File: config.mk
export PLATFORM = sky130hd
export DESIGN_NAME = tcp_timer_pwm
export DESIGN_NICKNAME = d
export VERILOG_FILES = /design/src/rtl/tcp_pkg.sv /design/src/rtl/tcp_timer_pwm.sv
export SDC_FILE = /design/constraint.sdc
export NUM_CORES = 1
export LEC_CHECK = 0
export BUFFER_PORTS_ARGS = -buffer_cell sky130_fd_sc_hd__buf_2
export CELL_PAD_IN_SITES_DETAIL_PLACEMENT = 1
export CELL_PAD_IN_SITES_GLOBAL_PLACEMENT = 1
export CORE_ASPECT_RATIO = 1.25
export CORE_MARGIN = 1
export CORE_UTILIZATION = 48
export DETAILED_ROUTE_END_ITERATION = 8
export PLACE_DENSITY = 0.85
export SLEW_MARGIN = 20
export SYNTH_ARGS = -nofsm -noshare
export SYNTH_HDL_FRONTEND = slang
export SYNTH_SLANG_ARGS = --single-unit
File: constraint.sdc
create_clock -name clk -period 6.1 [get_ports clk]
set_input_delay 0.305 -clock clk [delete_from_list [all_inputs] [get_ports clk]]
set_output_delay 0.305 -clock clk [all_outputs]
set_load 0.01 [all_outputs]
File: src/rtl/tcp_pkg.sv
// shared constants and types for the timer compare/pwm channel block
`default_nettype none
package tcp_pkg;
    localparam int unsigned ADDR_W = 12;
    localparam int unsigned DATA_W = 32;
    localparam int unsigned CNT_W = 16;
    localparam int unsigned IDX_W = 10;
    localparam int unsigned PRE_W = 6;

    // register indices; byte address is four times the index
    localparam logic [IDX_W-1:0] IDX_STATUS = 10'h040;
    localparam logic [IDX_W-1:0] IDX_CNT_HI = 10'h041;
    localparam logic [IDX_W-1:0] IDX_CNT_LO = 10'h042;
    localparam logic [IDX_W-1:0] IDX_MOD_HI = 10'h043;
    localparam logic [IDX_W-1:0] IDX_MOD_LO = 10'h044;
    localparam logic [IDX_W-1:0] IDX_CH0_SC = 10'h045;
    localparam logic [IDX_W-1:0] IDX_CH0_HI = 10'h046;
    localparam logic [IDX_W-1:0] IDX_CH0_LO = 10'h047;
    localparam logic [IDX_W-1:0] IDX_CH1_SC = 10'h048;
    localparam logic [IDX_W-1:0] IDX_CH1_HI = 10'h049;
    localparam logic [IDX_W-1:0] IDX_CH1_LO = 10'h04A;

    // timer_status_control layout
    typedef struct packed {
        logic overflow_flag;
        logic overflow_irq_enable;
        logic counter_halt;
        logic counter_reset;
        logic reserved;
        logic [2:0] prescale_sel;
    } tcp_status_t;

    // channel status/control layout
    typedef struct packed {
        logic channel_event_flag;
        logic channel_irq_enable;
        logic mode_sel_high;
        logic mode_sel_low;
        logic edge_level_sel_high;
        logic edge_level_sel_low;
        logic toggle_on_overflow;
        logic max_duty_force;
    } tcp_chan_ctrl_t;

    localparam tcp_status_t STATUS_RESET = 8'h20;
    localparam tcp_chan_ctrl_t CHAN_CTRL_RESET = 8'h00;
    localparam logic [CNT_W-1:0] MODULO_RESET = 16'hFFFF;
    localparam logic [2:0] PRESCALE_EXT = 3'h7;

    localparam logic [1:0] MODE_CAPTURE = 2'h0;
    localparam logic [1:0] MODE_UNBUFFERED = 2'h1;
    localparam logic [1:0] MODE_BUFFERED = 2'h2;
    localparam logic [1:0] ELS_TOGGLE = 2'h1;
    localparam logic [1:0] ELS_CLEAR = 2'h2;
    localparam logic [1:0] ELS_SET = 2'h3;
endpackage : tcp_pkg
`default_nettype wire

File: src/rtl/tcp_timer_pwm.sv
// two-channel output-compare / pwm timer with apb register access
`default_nettype none

// Overview of operation
// - compare value registers are never cleared or loaded by reset.
// - counter equal to compare value sets, clears or toggles the channel pin.
// - an output compare match can raise the interrupt when enabled.
// - unbuffered writes replace the active compare value immediately.
// - channel interrupt at compare match, overflow interrupt at period end.
// - link bit on channel 0 joins both channels, output on channel 0 pin.
// - linked mode starts on channel 0 pair; channel 1 takes over after written.
// - at each overflow the most recently written pair controls the output.
// - while linked, channel 1 control ignored and its pin released.
// - toggle-on-overflow toggles the pin when counter reaches modulo.
// - pwm period is modulo plus one counter clocks.
// - pulse width is time from overflow to compare match for the clear action, match to overflow for set.
// - mode field 01 means unbuffered, 10 means buffered.
// - edge/level field 10 clears, 11 sets the pin on compare.
// - link bit wins over the unbuffered mode bit on channel 0.
// - without toggle-on-overflow, pin never toggles at overflow; duty 0 percent with the clear action.
// - max duty bit plus toggle-on-overflow gives 100 percent duty.
// - a passed compare value produces no match in that period.
// - overflow flag set on reaching modulo; overflow interrupt enable gates interrupt.
// - channel event flag set on compare; channel enable gates interrupt.
// - one 16-bit up-counter, free running or modulo, times all channels.
module tcp_timer_pwm (
    input wire logic clk,
    input wire logic reset,
    input wire logic psel,
    input wire logic penable,
    input wire logic pwrite,
    input wire logic [tcp_pkg::ADDR_W-1:0] paddr,
    input wire logic [tcp_pkg::DATA_W-1:0] pwdata,
    output logic [tcp_pkg::DATA_W-1:0] prdata,
    output logic pready,
    output logic pslverr,
    input wire logic ext_clk_pin,
    output logic channel0_pin_out,
    output logic channel0_pin_oe_n,
    output logic channel1_pin_out,
    output logic channel1_pin_oe_n,
    output logic timer_irq
);
    import tcp_pkg::*;

    function automatic logic is_mapped(input logic [IDX_W-1:0] idx);
        return idx >= IDX_STATUS && idx <= IDX_CH1_LO;
    endfunction : is_mapped

    function automatic logic [PRE_W-1:0] prescale_mask(input logic [2:0] sel);
        logic [PRE_W:0] one_hot;
        one_hot = 7'h01 << sel;
        return PRE_W'(one_hot - 7'h01);
    endfunction : prescale_mask

    // toggle on overflow first, then the compare action, max duty overrides only when toggle-on-overflow is also set
    function automatic logic pin_next(input logic cur, input tcp_chan_ctrl_t cfg,
                                      input logic wrap, input logic match);
        logic lvl;
        lvl = cur;
        if (wrap && cfg.toggle_on_overflow) begin
            lvl = ~lvl;
        end
        if (match) begin
            case ({cfg.edge_level_sel_high, cfg.edge_level_sel_low})
                ELS_TOGGLE: lvl = ~lvl;
                ELS_CLEAR: lvl = 1'b0;
                ELS_SET: lvl = 1'b1;
                default: lvl = lvl;
            endcase
        end
        if (cfg.max_duty_force && cfg.toggle_on_overflow) begin
            lvl = 1'b1;
        end
        return lvl;
    endfunction : pin_next

    // register state
    logic overflow_flag;
    logic overflow_irq_enable;
    logic counter_halt;
    logic [2:0] prescale_sel;
    logic [CNT_W-1:0] counter_modulo_value;
    tcp_chan_ctrl_t chan_ctrl [2];
    logic [CNT_W-1:0] channel_compare_value [2];
    logic [1:0] channel_event_flag;
    logic overflow_armed;
    logic [1:0] chan_armed;
    logic active_pair;
    logic last_written;

    // counter state
    logic [CNT_W-1:0] count;
    logic [PRE_W-1:0] prescale_count;
    logic ext_sync1;
    logic ext_sync2;
    logic ext_prev;
    logic [1:0] pin_level;

    // bus decode
    logic [IDX_W-1:0] idx;
    logic aligned;
    logic bus_write;
    logic bus_read_done;
    logic [7:0] wbyte;
    logic [7:0] read_byte;

    assign idx = paddr[ADDR_W-1:2];
    assign aligned = paddr[1:0] == 2'h0;
    assign bus_write = psel && penable && pready && pwrite && aligned;
    assign bus_read_done = psel && penable && pready && !pwrite && aligned;
    assign wbyte = pwdata[7:0];

    // timebase
    logic link;
    logic cnt_clear;
    logic tick;
    logic wrap_evt;
    logic [CNT_W-1:0] next_count;
    logic [CNT_W-1:0] eff_compare [2];
    logic [1:0] oc_on;
    logic [1:0] drive;
    logic [1:0] match_evt;

    assign link = chan_ctrl[0].mode_sel_high;
    assign cnt_clear = bus_write && idx == IDX_STATUS && wbyte[4];
    assign tick = !counter_halt && !cnt_clear &&
        (prescale_sel == PRESCALE_EXT ? (ext_sync2 && !ext_prev)
                                      : (prescale_count & prescale_mask(prescale_sel)) == prescale_mask(prescale_sel));
    assign wrap_evt = tick && count == counter_modulo_value;
    assign next_count = wrap_evt ? '0 : CNT_W'(count + 16'h0001);

    // linked pair picks its compare value from the active pair
    assign eff_compare[0] = link ? channel_compare_value[active_pair] : channel_compare_value[0];
    assign eff_compare[1] = channel_compare_value[1];
    assign oc_on[0] = chan_ctrl[0].mode_sel_high || chan_ctrl[0].mode_sel_low;
    assign oc_on[1] = !link && chan_ctrl[1].mode_sel_low;
    assign drive[0] = oc_on[0] && (chan_ctrl[0].edge_level_sel_high || chan_ctrl[0].edge_level_sel_low);
    assign drive[1] = oc_on[1] && (chan_ctrl[1].edge_level_sel_high || chan_ctrl[1].edge_level_sel_low);
    // equality only: a value the counter already passed waits a whole period
    assign match_evt[0] = tick && oc_on[0] && next_count == eff_compare[0];
    assign match_evt[1] = tick && oc_on[1] && next_count == eff_compare[1];

    // external clock pin, two flops before the edge detector
    always_ff @(posedge clk) begin
        if (reset) begin
            ext_sync1 <= 1'b0;
            ext_sync2 <= 1'b0;
            ext_prev <= 1'b0;
        end else begin
            ext_sync1 <= ext_clk_pin;
            ext_sync2 <= ext_sync1;
            ext_prev <= ext_sync2;
        end
    end

    always_ff @(posedge clk) begin
        if (reset || cnt_clear) begin
            prescale_count <= '0;
        end else if (!counter_halt) begin
            prescale_count <= PRE_W'(prescale_count + 6'h01);
        end
    end

    always_ff @(posedge clk) begin
        if (reset || cnt_clear) begin
            count <= '0;
        end else if (tick) begin
            count <= next_count;
        end
    end

    // status/control register
    always_ff @(posedge clk) begin
        if (reset) begin
            overflow_irq_enable <= STATUS_RESET.overflow_irq_enable;
            counter_halt <= STATUS_RESET.counter_halt;
            prescale_sel <= STATUS_RESET.prescale_sel;
        end else if (bus_write && idx == IDX_STATUS) begin
            overflow_irq_enable <= wbyte[6];
            counter_halt <= wbyte[5];
            prescale_sel <= wbyte[2:0];
        end
    end

    always_ff @(posedge clk) begin
        if (reset) begin
            counter_modulo_value <= MODULO_RESET;
        end else if (bus_write && idx == IDX_MOD_HI) begin
            counter_modulo_value[15:8] <= wbyte;
        end else if (bus_write && idx == IDX_MOD_LO) begin
            counter_modulo_value[7:0] <= wbyte;
        end
    end

    // channel controls; channel 1 control is dead while linked
    always_ff @(posedge clk) begin
        if (reset) begin
            chan_ctrl[0] <= CHAN_CTRL_RESET;
            chan_ctrl[1] <= CHAN_CTRL_RESET;
        end else begin
            if (bus_write && idx == IDX_CH0_SC) begin
                chan_ctrl[0] <= {1'b0, wbyte[6:0]};
            end
            if (bus_write && idx == IDX_CH1_SC && !link) begin
                chan_ctrl[1] <= {2'b00, 1'b0, wbyte[4:0]} | {1'b0, wbyte[6], 6'h00};
            end
        end
    end

    // compare values are not touched by reset
    always_ff @(posedge clk) begin
        if (bus_write && idx == IDX_CH0_HI) begin
            channel_compare_value[0][15:8] <= wbyte;
        end
        if (bus_write && idx == IDX_CH0_LO) begin
            channel_compare_value[0][7:0] <= wbyte;
        end
        if (bus_write && idx == IDX_CH1_HI) begin
            channel_compare_value[1][15:8] <= wbyte;
        end
        if (bus_write && idx == IDX_CH1_LO) begin
            channel_compare_value[1][7:0] <= wbyte;
        end
    end

    // pair bookkeeping for linked mode
    always_ff @(posedge clk) begin
        if (reset || !link) begin
            last_written <= 1'b0;
            active_pair <= 1'b0;
        end else begin
            if (bus_write && (idx == IDX_CH0_HI || idx == IDX_CH0_LO)) begin
                last_written <= 1'b0;
            end else if (bus_write && (idx == IDX_CH1_HI || idx == IDX_CH1_LO)) begin
                last_written <= 1'b1;
            end
            if (wrap_evt) begin
                active_pair <= last_written;
            end
        end
    end

    // overflow flag: read while set, then write 0; a new overflow wins
    always_ff @(posedge clk) begin
        if (reset) begin
            overflow_flag <= 1'b0;
            overflow_armed <= 1'b0;
        end else if (wrap_evt) begin
            overflow_flag <= 1'b1;
            overflow_armed <= 1'b0;
        end else if (bus_write && idx == IDX_STATUS && !wbyte[7] && overflow_armed) begin
            overflow_flag <= 1'b0;
            overflow_armed <= 1'b0;
        end else if (bus_read_done && idx == IDX_STATUS && overflow_flag) begin
            overflow_armed <= 1'b1;
        end
    end

    always_ff @(posedge clk) begin
        if (reset) begin
            channel_event_flag <= 2'h0;
            chan_armed <= 2'h0;
        end else begin
            for (int c = 0; c < 2; c++) begin
                if (match_evt[c]) begin
                    channel_event_flag[c] <= 1'b1;
                    chan_armed[c] <= 1'b0;
                end else if (bus_write && idx == (c == 0 ? IDX_CH0_SC : IDX_CH1_SC)
                             && !wbyte[7] && chan_armed[c]) begin
                    channel_event_flag[c] <= 1'b0;
                    chan_armed[c] <= 1'b0;
                end else if (bus_read_done && idx == (c == 0 ? IDX_CH0_SC : IDX_CH1_SC)
                             && channel_event_flag[c]) begin
                    chan_armed[c] <= 1'b1;
                end
            end
        end
    end

    // pin levels; released pins keep tracking so re-enabling is glitch free, channel 1 only while its output compare is on
    always_ff @(posedge clk) begin
        if (reset) begin
            pin_level <= 2'h0;
        end else begin
            pin_level[0] <= pin_next(pin_level[0], chan_ctrl[0], wrap_evt, match_evt[0]);
            pin_level[1] <= pin_next(pin_level[1], chan_ctrl[1], wrap_evt && oc_on[1], match_evt[1]);
        end
    end

    always_ff @(posedge clk) begin
        if (reset) begin
            channel0_pin_out <= 1'b0;
            channel1_pin_out <= 1'b0;
            channel0_pin_oe_n <= 1'b1;
            channel1_pin_oe_n <= 1'b1;
        end else begin
            channel0_pin_out <= pin_next(pin_level[0], chan_ctrl[0], wrap_evt, match_evt[0]);
            channel1_pin_out <= pin_next(pin_level[1], chan_ctrl[1], wrap_evt && oc_on[1], match_evt[1]);
            channel0_pin_oe_n <= !drive[0];
            channel1_pin_oe_n <= !drive[1];
        end
    end

    always_ff @(posedge clk) begin
        if (reset) begin
            timer_irq <= 1'b0;
        end else begin
            timer_irq <= (overflow_flag && overflow_irq_enable) ||
                (channel_event_flag[0] && chan_ctrl[0].channel_irq_enable) ||
                (channel_event_flag[1] && chan_ctrl[1].channel_irq_enable && !link);
        end
    end

    // read mux
    always_comb begin
        read_byte = 8'h00;
        unique case (idx)
            IDX_STATUS: read_byte = {overflow_flag, overflow_irq_enable, counter_halt, 2'b00, prescale_sel};
            IDX_CNT_HI: read_byte = count[15:8];
            IDX_CNT_LO: read_byte = count[7:0];
            IDX_MOD_HI: read_byte = counter_modulo_value[15:8];
            IDX_MOD_LO: read_byte = counter_modulo_value[7:0];
            IDX_CH0_SC: read_byte = {channel_event_flag[0], chan_ctrl[0][6:0]};
            IDX_CH0_HI: read_byte = channel_compare_value[0][15:8];
            IDX_CH0_LO: read_byte = channel_compare_value[0][7:0];
            IDX_CH1_SC: read_byte = {channel_event_flag[1], chan_ctrl[1][6:0]};
            IDX_CH1_HI: read_byte = channel_compare_value[1][15:8];
            IDX_CH1_LO: read_byte = channel_compare_value[1][7:0];
            default: read_byte = 8'h00;
        endcase
    end

    // apb slave: no wait states, data captured in the setup cycle
    always_ff @(posedge clk) begin
        if (reset) begin
            pready <= 1'b0;
            pslverr <= 1'b0;
            prdata <= 32'h0000_0000;
        end else begin
            pready <= psel && !penable && !pready;
            pslverr <= psel && !penable && !(aligned && is_mapped(idx));
            if (psel && !penable) begin
                prdata <= (!pwrite && aligned && is_mapped(idx)) ? {24'h00_0000, read_byte} : 32'h0000_0000;
            end
        end
    end

    pin_set_a: assert property (@(posedge clk) disable iff (reset)
        match_evt[0] && chan_ctrl[0][3:2] == ELS_SET |=> channel0_pin_out)
        else $error("set action did not raise channel 0 pin");

    pin_clear_a: assert property (@(posedge clk) disable iff (reset)
        match_evt[0] && chan_ctrl[0][3:2] == ELS_CLEAR && !chan_ctrl[0].max_duty_force |=> !channel0_pin_out)
        else $error("clear action did not lower channel 0 pin");

    wrap_zero_a: assert property (@(posedge clk) disable iff (reset)
        wrap_evt |=> count == 16'h0000)
        else $error("counter did not return to zero after modulo");

    ovf_flag_a: assert property (@(posedge clk) disable iff (reset)
        wrap_evt |=> overflow_flag ##1 (overflow_flag || $past(bus_write)))
        else $error("overflow flag not set at modulo");

    chan_flag_a: assert property (@(posedge clk) disable iff (reset)
        match_evt[0] |=> channel_event_flag[0])
        else $error("channel 0 event flag not set on compare");

    pair_swap_a: assert property (@(posedge clk) disable iff (reset)
        wrap_evt && link ##1 link |-> active_pair == $past(last_written))
        else $error("linked pair did not follow last written pair");

    ch1_release_a: assert property (@(posedge clk) disable iff (reset)
        link [*2] |-> channel1_pin_oe_n)
        else $error("channel 1 pin driven while linked");

    ovf_toggle_a: assert property (@(posedge clk) disable iff (reset)
        wrap_evt && chan_ctrl[0].toggle_on_overflow && !match_evt[0] && !chan_ctrl[0].max_duty_force
        |=> channel0_pin_out != $past(channel0_pin_out))
        else $error("channel 0 pin did not toggle on overflow");

    no_toggle_a: assert property (@(posedge clk) disable iff (reset)
        wrap_evt && !chan_ctrl[0].toggle_on_overflow && !match_evt[0] |=> $stable(channel0_pin_out))
        else $error("channel 0 pin toggled with toggle-on-overflow clear");

    max_duty_a: assert property (@(posedge clk) disable iff (reset)
        chan_ctrl[0].max_duty_force && chan_ctrl[0].toggle_on_overflow |=> channel0_pin_out)
        else $error("max duty did not hold channel 0 pin high");

    irq_a: assert property (@(posedge clk) disable iff (reset)
        match_evt[0] && chan_ctrl[0].channel_irq_enable ##1 chan_ctrl[0].channel_irq_enable |=> timer_irq)
        else $error("compare match did not raise the interrupt");

    unbuf_write_a: assert property (@(posedge clk) disable iff (reset)
        bus_write && idx == IDX_CH0_LO |=> channel_compare_value[0][7:0] == $past(wbyte))
        else $error("compare write did not take effect at once");
endmodule : tcp_timer_pwm
`default_nettype wire

==> impl_metrics.ini <==
[route]
viasPerCell = 6.60
postRouteAntennaNets = 0
wirelength_mm = 23.7
num_vias = 6058
drcViolationCount = 0
wl_per_cell_um = 25.8
drt_first_iter_violations = 580
drt_first_pass_iters = 6

[clock_tree]
clk_transition_reported_paths_ns = 0.06
cts_setup_buffers = 0
clk_path_buf_depth = 2
cts_tree = built
cts_hold_buf = 0
clk_latency_ns = 0.43
post_cts_resized = 0
h-tree-depth = 4
clock_sinks = 115
clock-root-buffer = clkbuf_16
cts_buffers = 17

[yosys]
yosysTopAreaCell = dfxtp_1
ys_warn_count = 0
yosys_register_bits = 115
synth_top_family_by_area = simple AND/OR/NAND/NOR gates
netlist_top_cells_area = dfxtp_1 22%, edfxtp_1 21%, nand2_1 4.5%
async_flop_share_pct = 0
synth.cell_area_sq_mm = 0.00646
yosysMostFrequentCell = nand2_1
yosysTopAreaCellShare_pct = 21.7
synth_mux_area_share_pct = 4.01
synth_common_cells = 77 x nand2_1, 70 x dfxtp_1, 64 x nor2_1, 45 x edfxtp_1, 34 x a21oi_1
synth_xor_area_share_pct = 5.83
synth_compound_area_share_pct = 16.4
synth_edf_count = 45
seq_area_frac_synth_pct = 42.6
yosys.cell_types.count = 71
synth_cells = 704
yosys.area_share.simple_pct = 25.1
synth.avg_cell_area_sq_um = 9.17
synth_fa_ha_area_share_pct = 0.387
ys.flop_type = dfxtp_1

[grt]
grt_pass1_vias = 6129
antenna_found_initial = 0
grt_use_total_pct = 34.9
grt_first_pass_wirelength_mm = 35.6
overflow = 0
grt_max_degree = 52

[die]
io_pins = 89
start_util_pct = 49.0
die_h_um = 132
row_count = 47
dieArea_sq_mm = 0.0139
die_w_um = 106
core_area_sq_mm = 0.0132

[setup_path]
critical-path-max-stage-delay_ns = 0.80
worstPathArrival_ns = 4.59
slowest_stage = nor3_2
crit_path_start_kind = flip-flop
r2r-end = pin_level[0]
crit_chain = xor2_1, nor4_1, nand4_1, nor3_2, o211ai_1, a2111oi_4, nand4_2, mux2_4
reg2reg_depth = 8
cp-end-kind = flip-flop
r2r_start = count[0]
cp.required_ns = 6.41
crit_type = reg2reg
reg2reg_slack_ns = 1.82
cp_max_fo = 10

[sta]
tightest_slew_ns = 1.06
fin_skew_ns = 0.00913
setup_viol = 0
setup_tns_ns = 0
min_period_over_period_pct = 70.1
fin_ws_ns = 1.82
rsz0062_at_grt = false
min_period_ns = 4.28
slew_headroom_pct = 29.1
slew_violations = 0
max_freq_ghz = 0.234
hold_viol_final = 0

[run_status]
status = finished, final reports clean

[power_and_ir_drop]
swShare_pct = 23.4
intPower_mw = 1.43
clkPwrFrac_pct = 53.9
ir_worst_vdd_uv = 181
p_seq_share_pct = 43.2
power.density_mw_per_mm2 = 257
pwr-share-comb_pct = 2.9
p_leak_nw = 2.65
p_switching_mw = 0.438
finalPower_mw = 1.87

[place]
place_ws_ns = 1.93
place_inst = 886
place.gp.congestion = 0.979
dp_hpwl_mm = 17.1
port_buffers = 40

[min_path]
holdPathEnd = ext_sync1
hold_depth = 2
hp-class = in2reg
worstHoldStart = ext_clk_pin

[cells_and_area]
final_cells = 918
area_growth_pct = 12.7
post-route-util_pct = 55.3
final_nets = 786
diodes = 0
drive_above_1_share_pct = 12.3

[job]
cap_violations = 0
stage by stage:
step           hold WS (ns)  cell area (sq um)
3_3_place_gp          0.423               6690
4_1_cts              0.0769               7280
5_1_grt              0.0944               7280
3_5_place_dp          0.441               6690
2_1_floorplan         0.404               6550
6_report             0.0818               7280
placed cells by master (no fill, tap or decap), drive strengths merged, types with 5 or more instances in the layout:
master,Yosys,final
a21oi,34,34
dfxtp,70,70
a22oi,17,17
o21ai,16,16
inv,10,15
nand3b,25,25
o22ai,6,6
nor4,15,15
xor2,26,26
edfxtp,45,45
a222oi,13,13
nand2,77,77
and3,6,6
or4,5,5
nand3,16,16
nor2b,10,10
xnor2,17,17
a221oi,9,9
nor2,64,64
or3,9,9
nor3,29,29
mux2i,21,21
a22o,9,9
clkbuf,27,19
nand4,18,18
buf,32,47
and2,11,11
conb,1,24
worst max-delay path by stage:
| stage | endpoint | depth (start not counted) | start |
|---|---|---|---|
| after floorplan | pin_level[0] | 10 | paddr[4] |
| after global placement | pin_level[0] | 9 | paddr[9] |
| after detailed placement | pin_level[0] | 9 | paddr[9] |
| after CTS | pin_level[0] | 8 | count[0] |
| after global routing | pin_level[0] | 8 | count[0] |
| final | pin_level[0] | 8 | count[0] |
sequential cells by signal, indices dropped and copies added, names as in the netlist, 2 cells and up, named ones only:
name / cells
chan_armed: 2
chan_ctrl: 13
channel_compare_value: 32
channel_event_flag: 2
count: 16
counter_modulo_value: 16
pin_level: 2
prdata: 8
prescale_count: 6
prescale_sel: 3
critical path, delay by kind of cell (launching register included):
kind	cells	cell delay, ns
compound gates	2	0.72
xor+xnor	1	0.15
flops	1	0.73
mux	1	0.37
simple gates	4	2.18
area by class of cell:
class | instances | area (sq um)
Tap cell | 171 | 214
Fill cell | 1520 | 5890
Inverter | 10 | 37.5
Sequential cell | 115 | 2750
Clock inverter | 13 | 146
Timing Repair Buffer | 47 | 253
Clock buffer | 19 | 443
Multi-Input combinational cell | 543 | 3440
layer usage:
metal / wire length, um / global-route usage [%]
met5: 0 / 0
met4: 1490 / 21.8
met3: 1780 / 7.59
met2: 11700 / 59.2
met1: 8680 / 39.5
power groups by stage:
stage	combinational (mW)	sequential, mW	clock [mW]
2_1_floorplan	0.0378	0.822	0
3_3_place_gp	0.0497	0.824	0
6_report	0.0538	0.808	1.01
3_5_place_dp	0.0519	0.824	0
4_1_cts	0.0525	0.808	1.01
5_1_grt	0.0577	0.808	1.04
cells by family after synthesis:
kind of cell    after synthesis
xor+xnor                     43
buf+inv                      69
flops                       115
compound gates              144
simple gates                305
other cells                   1
fa+ha+maj                     2
mux                          25
Note: power is estimated with default switching activity, not from simulation.
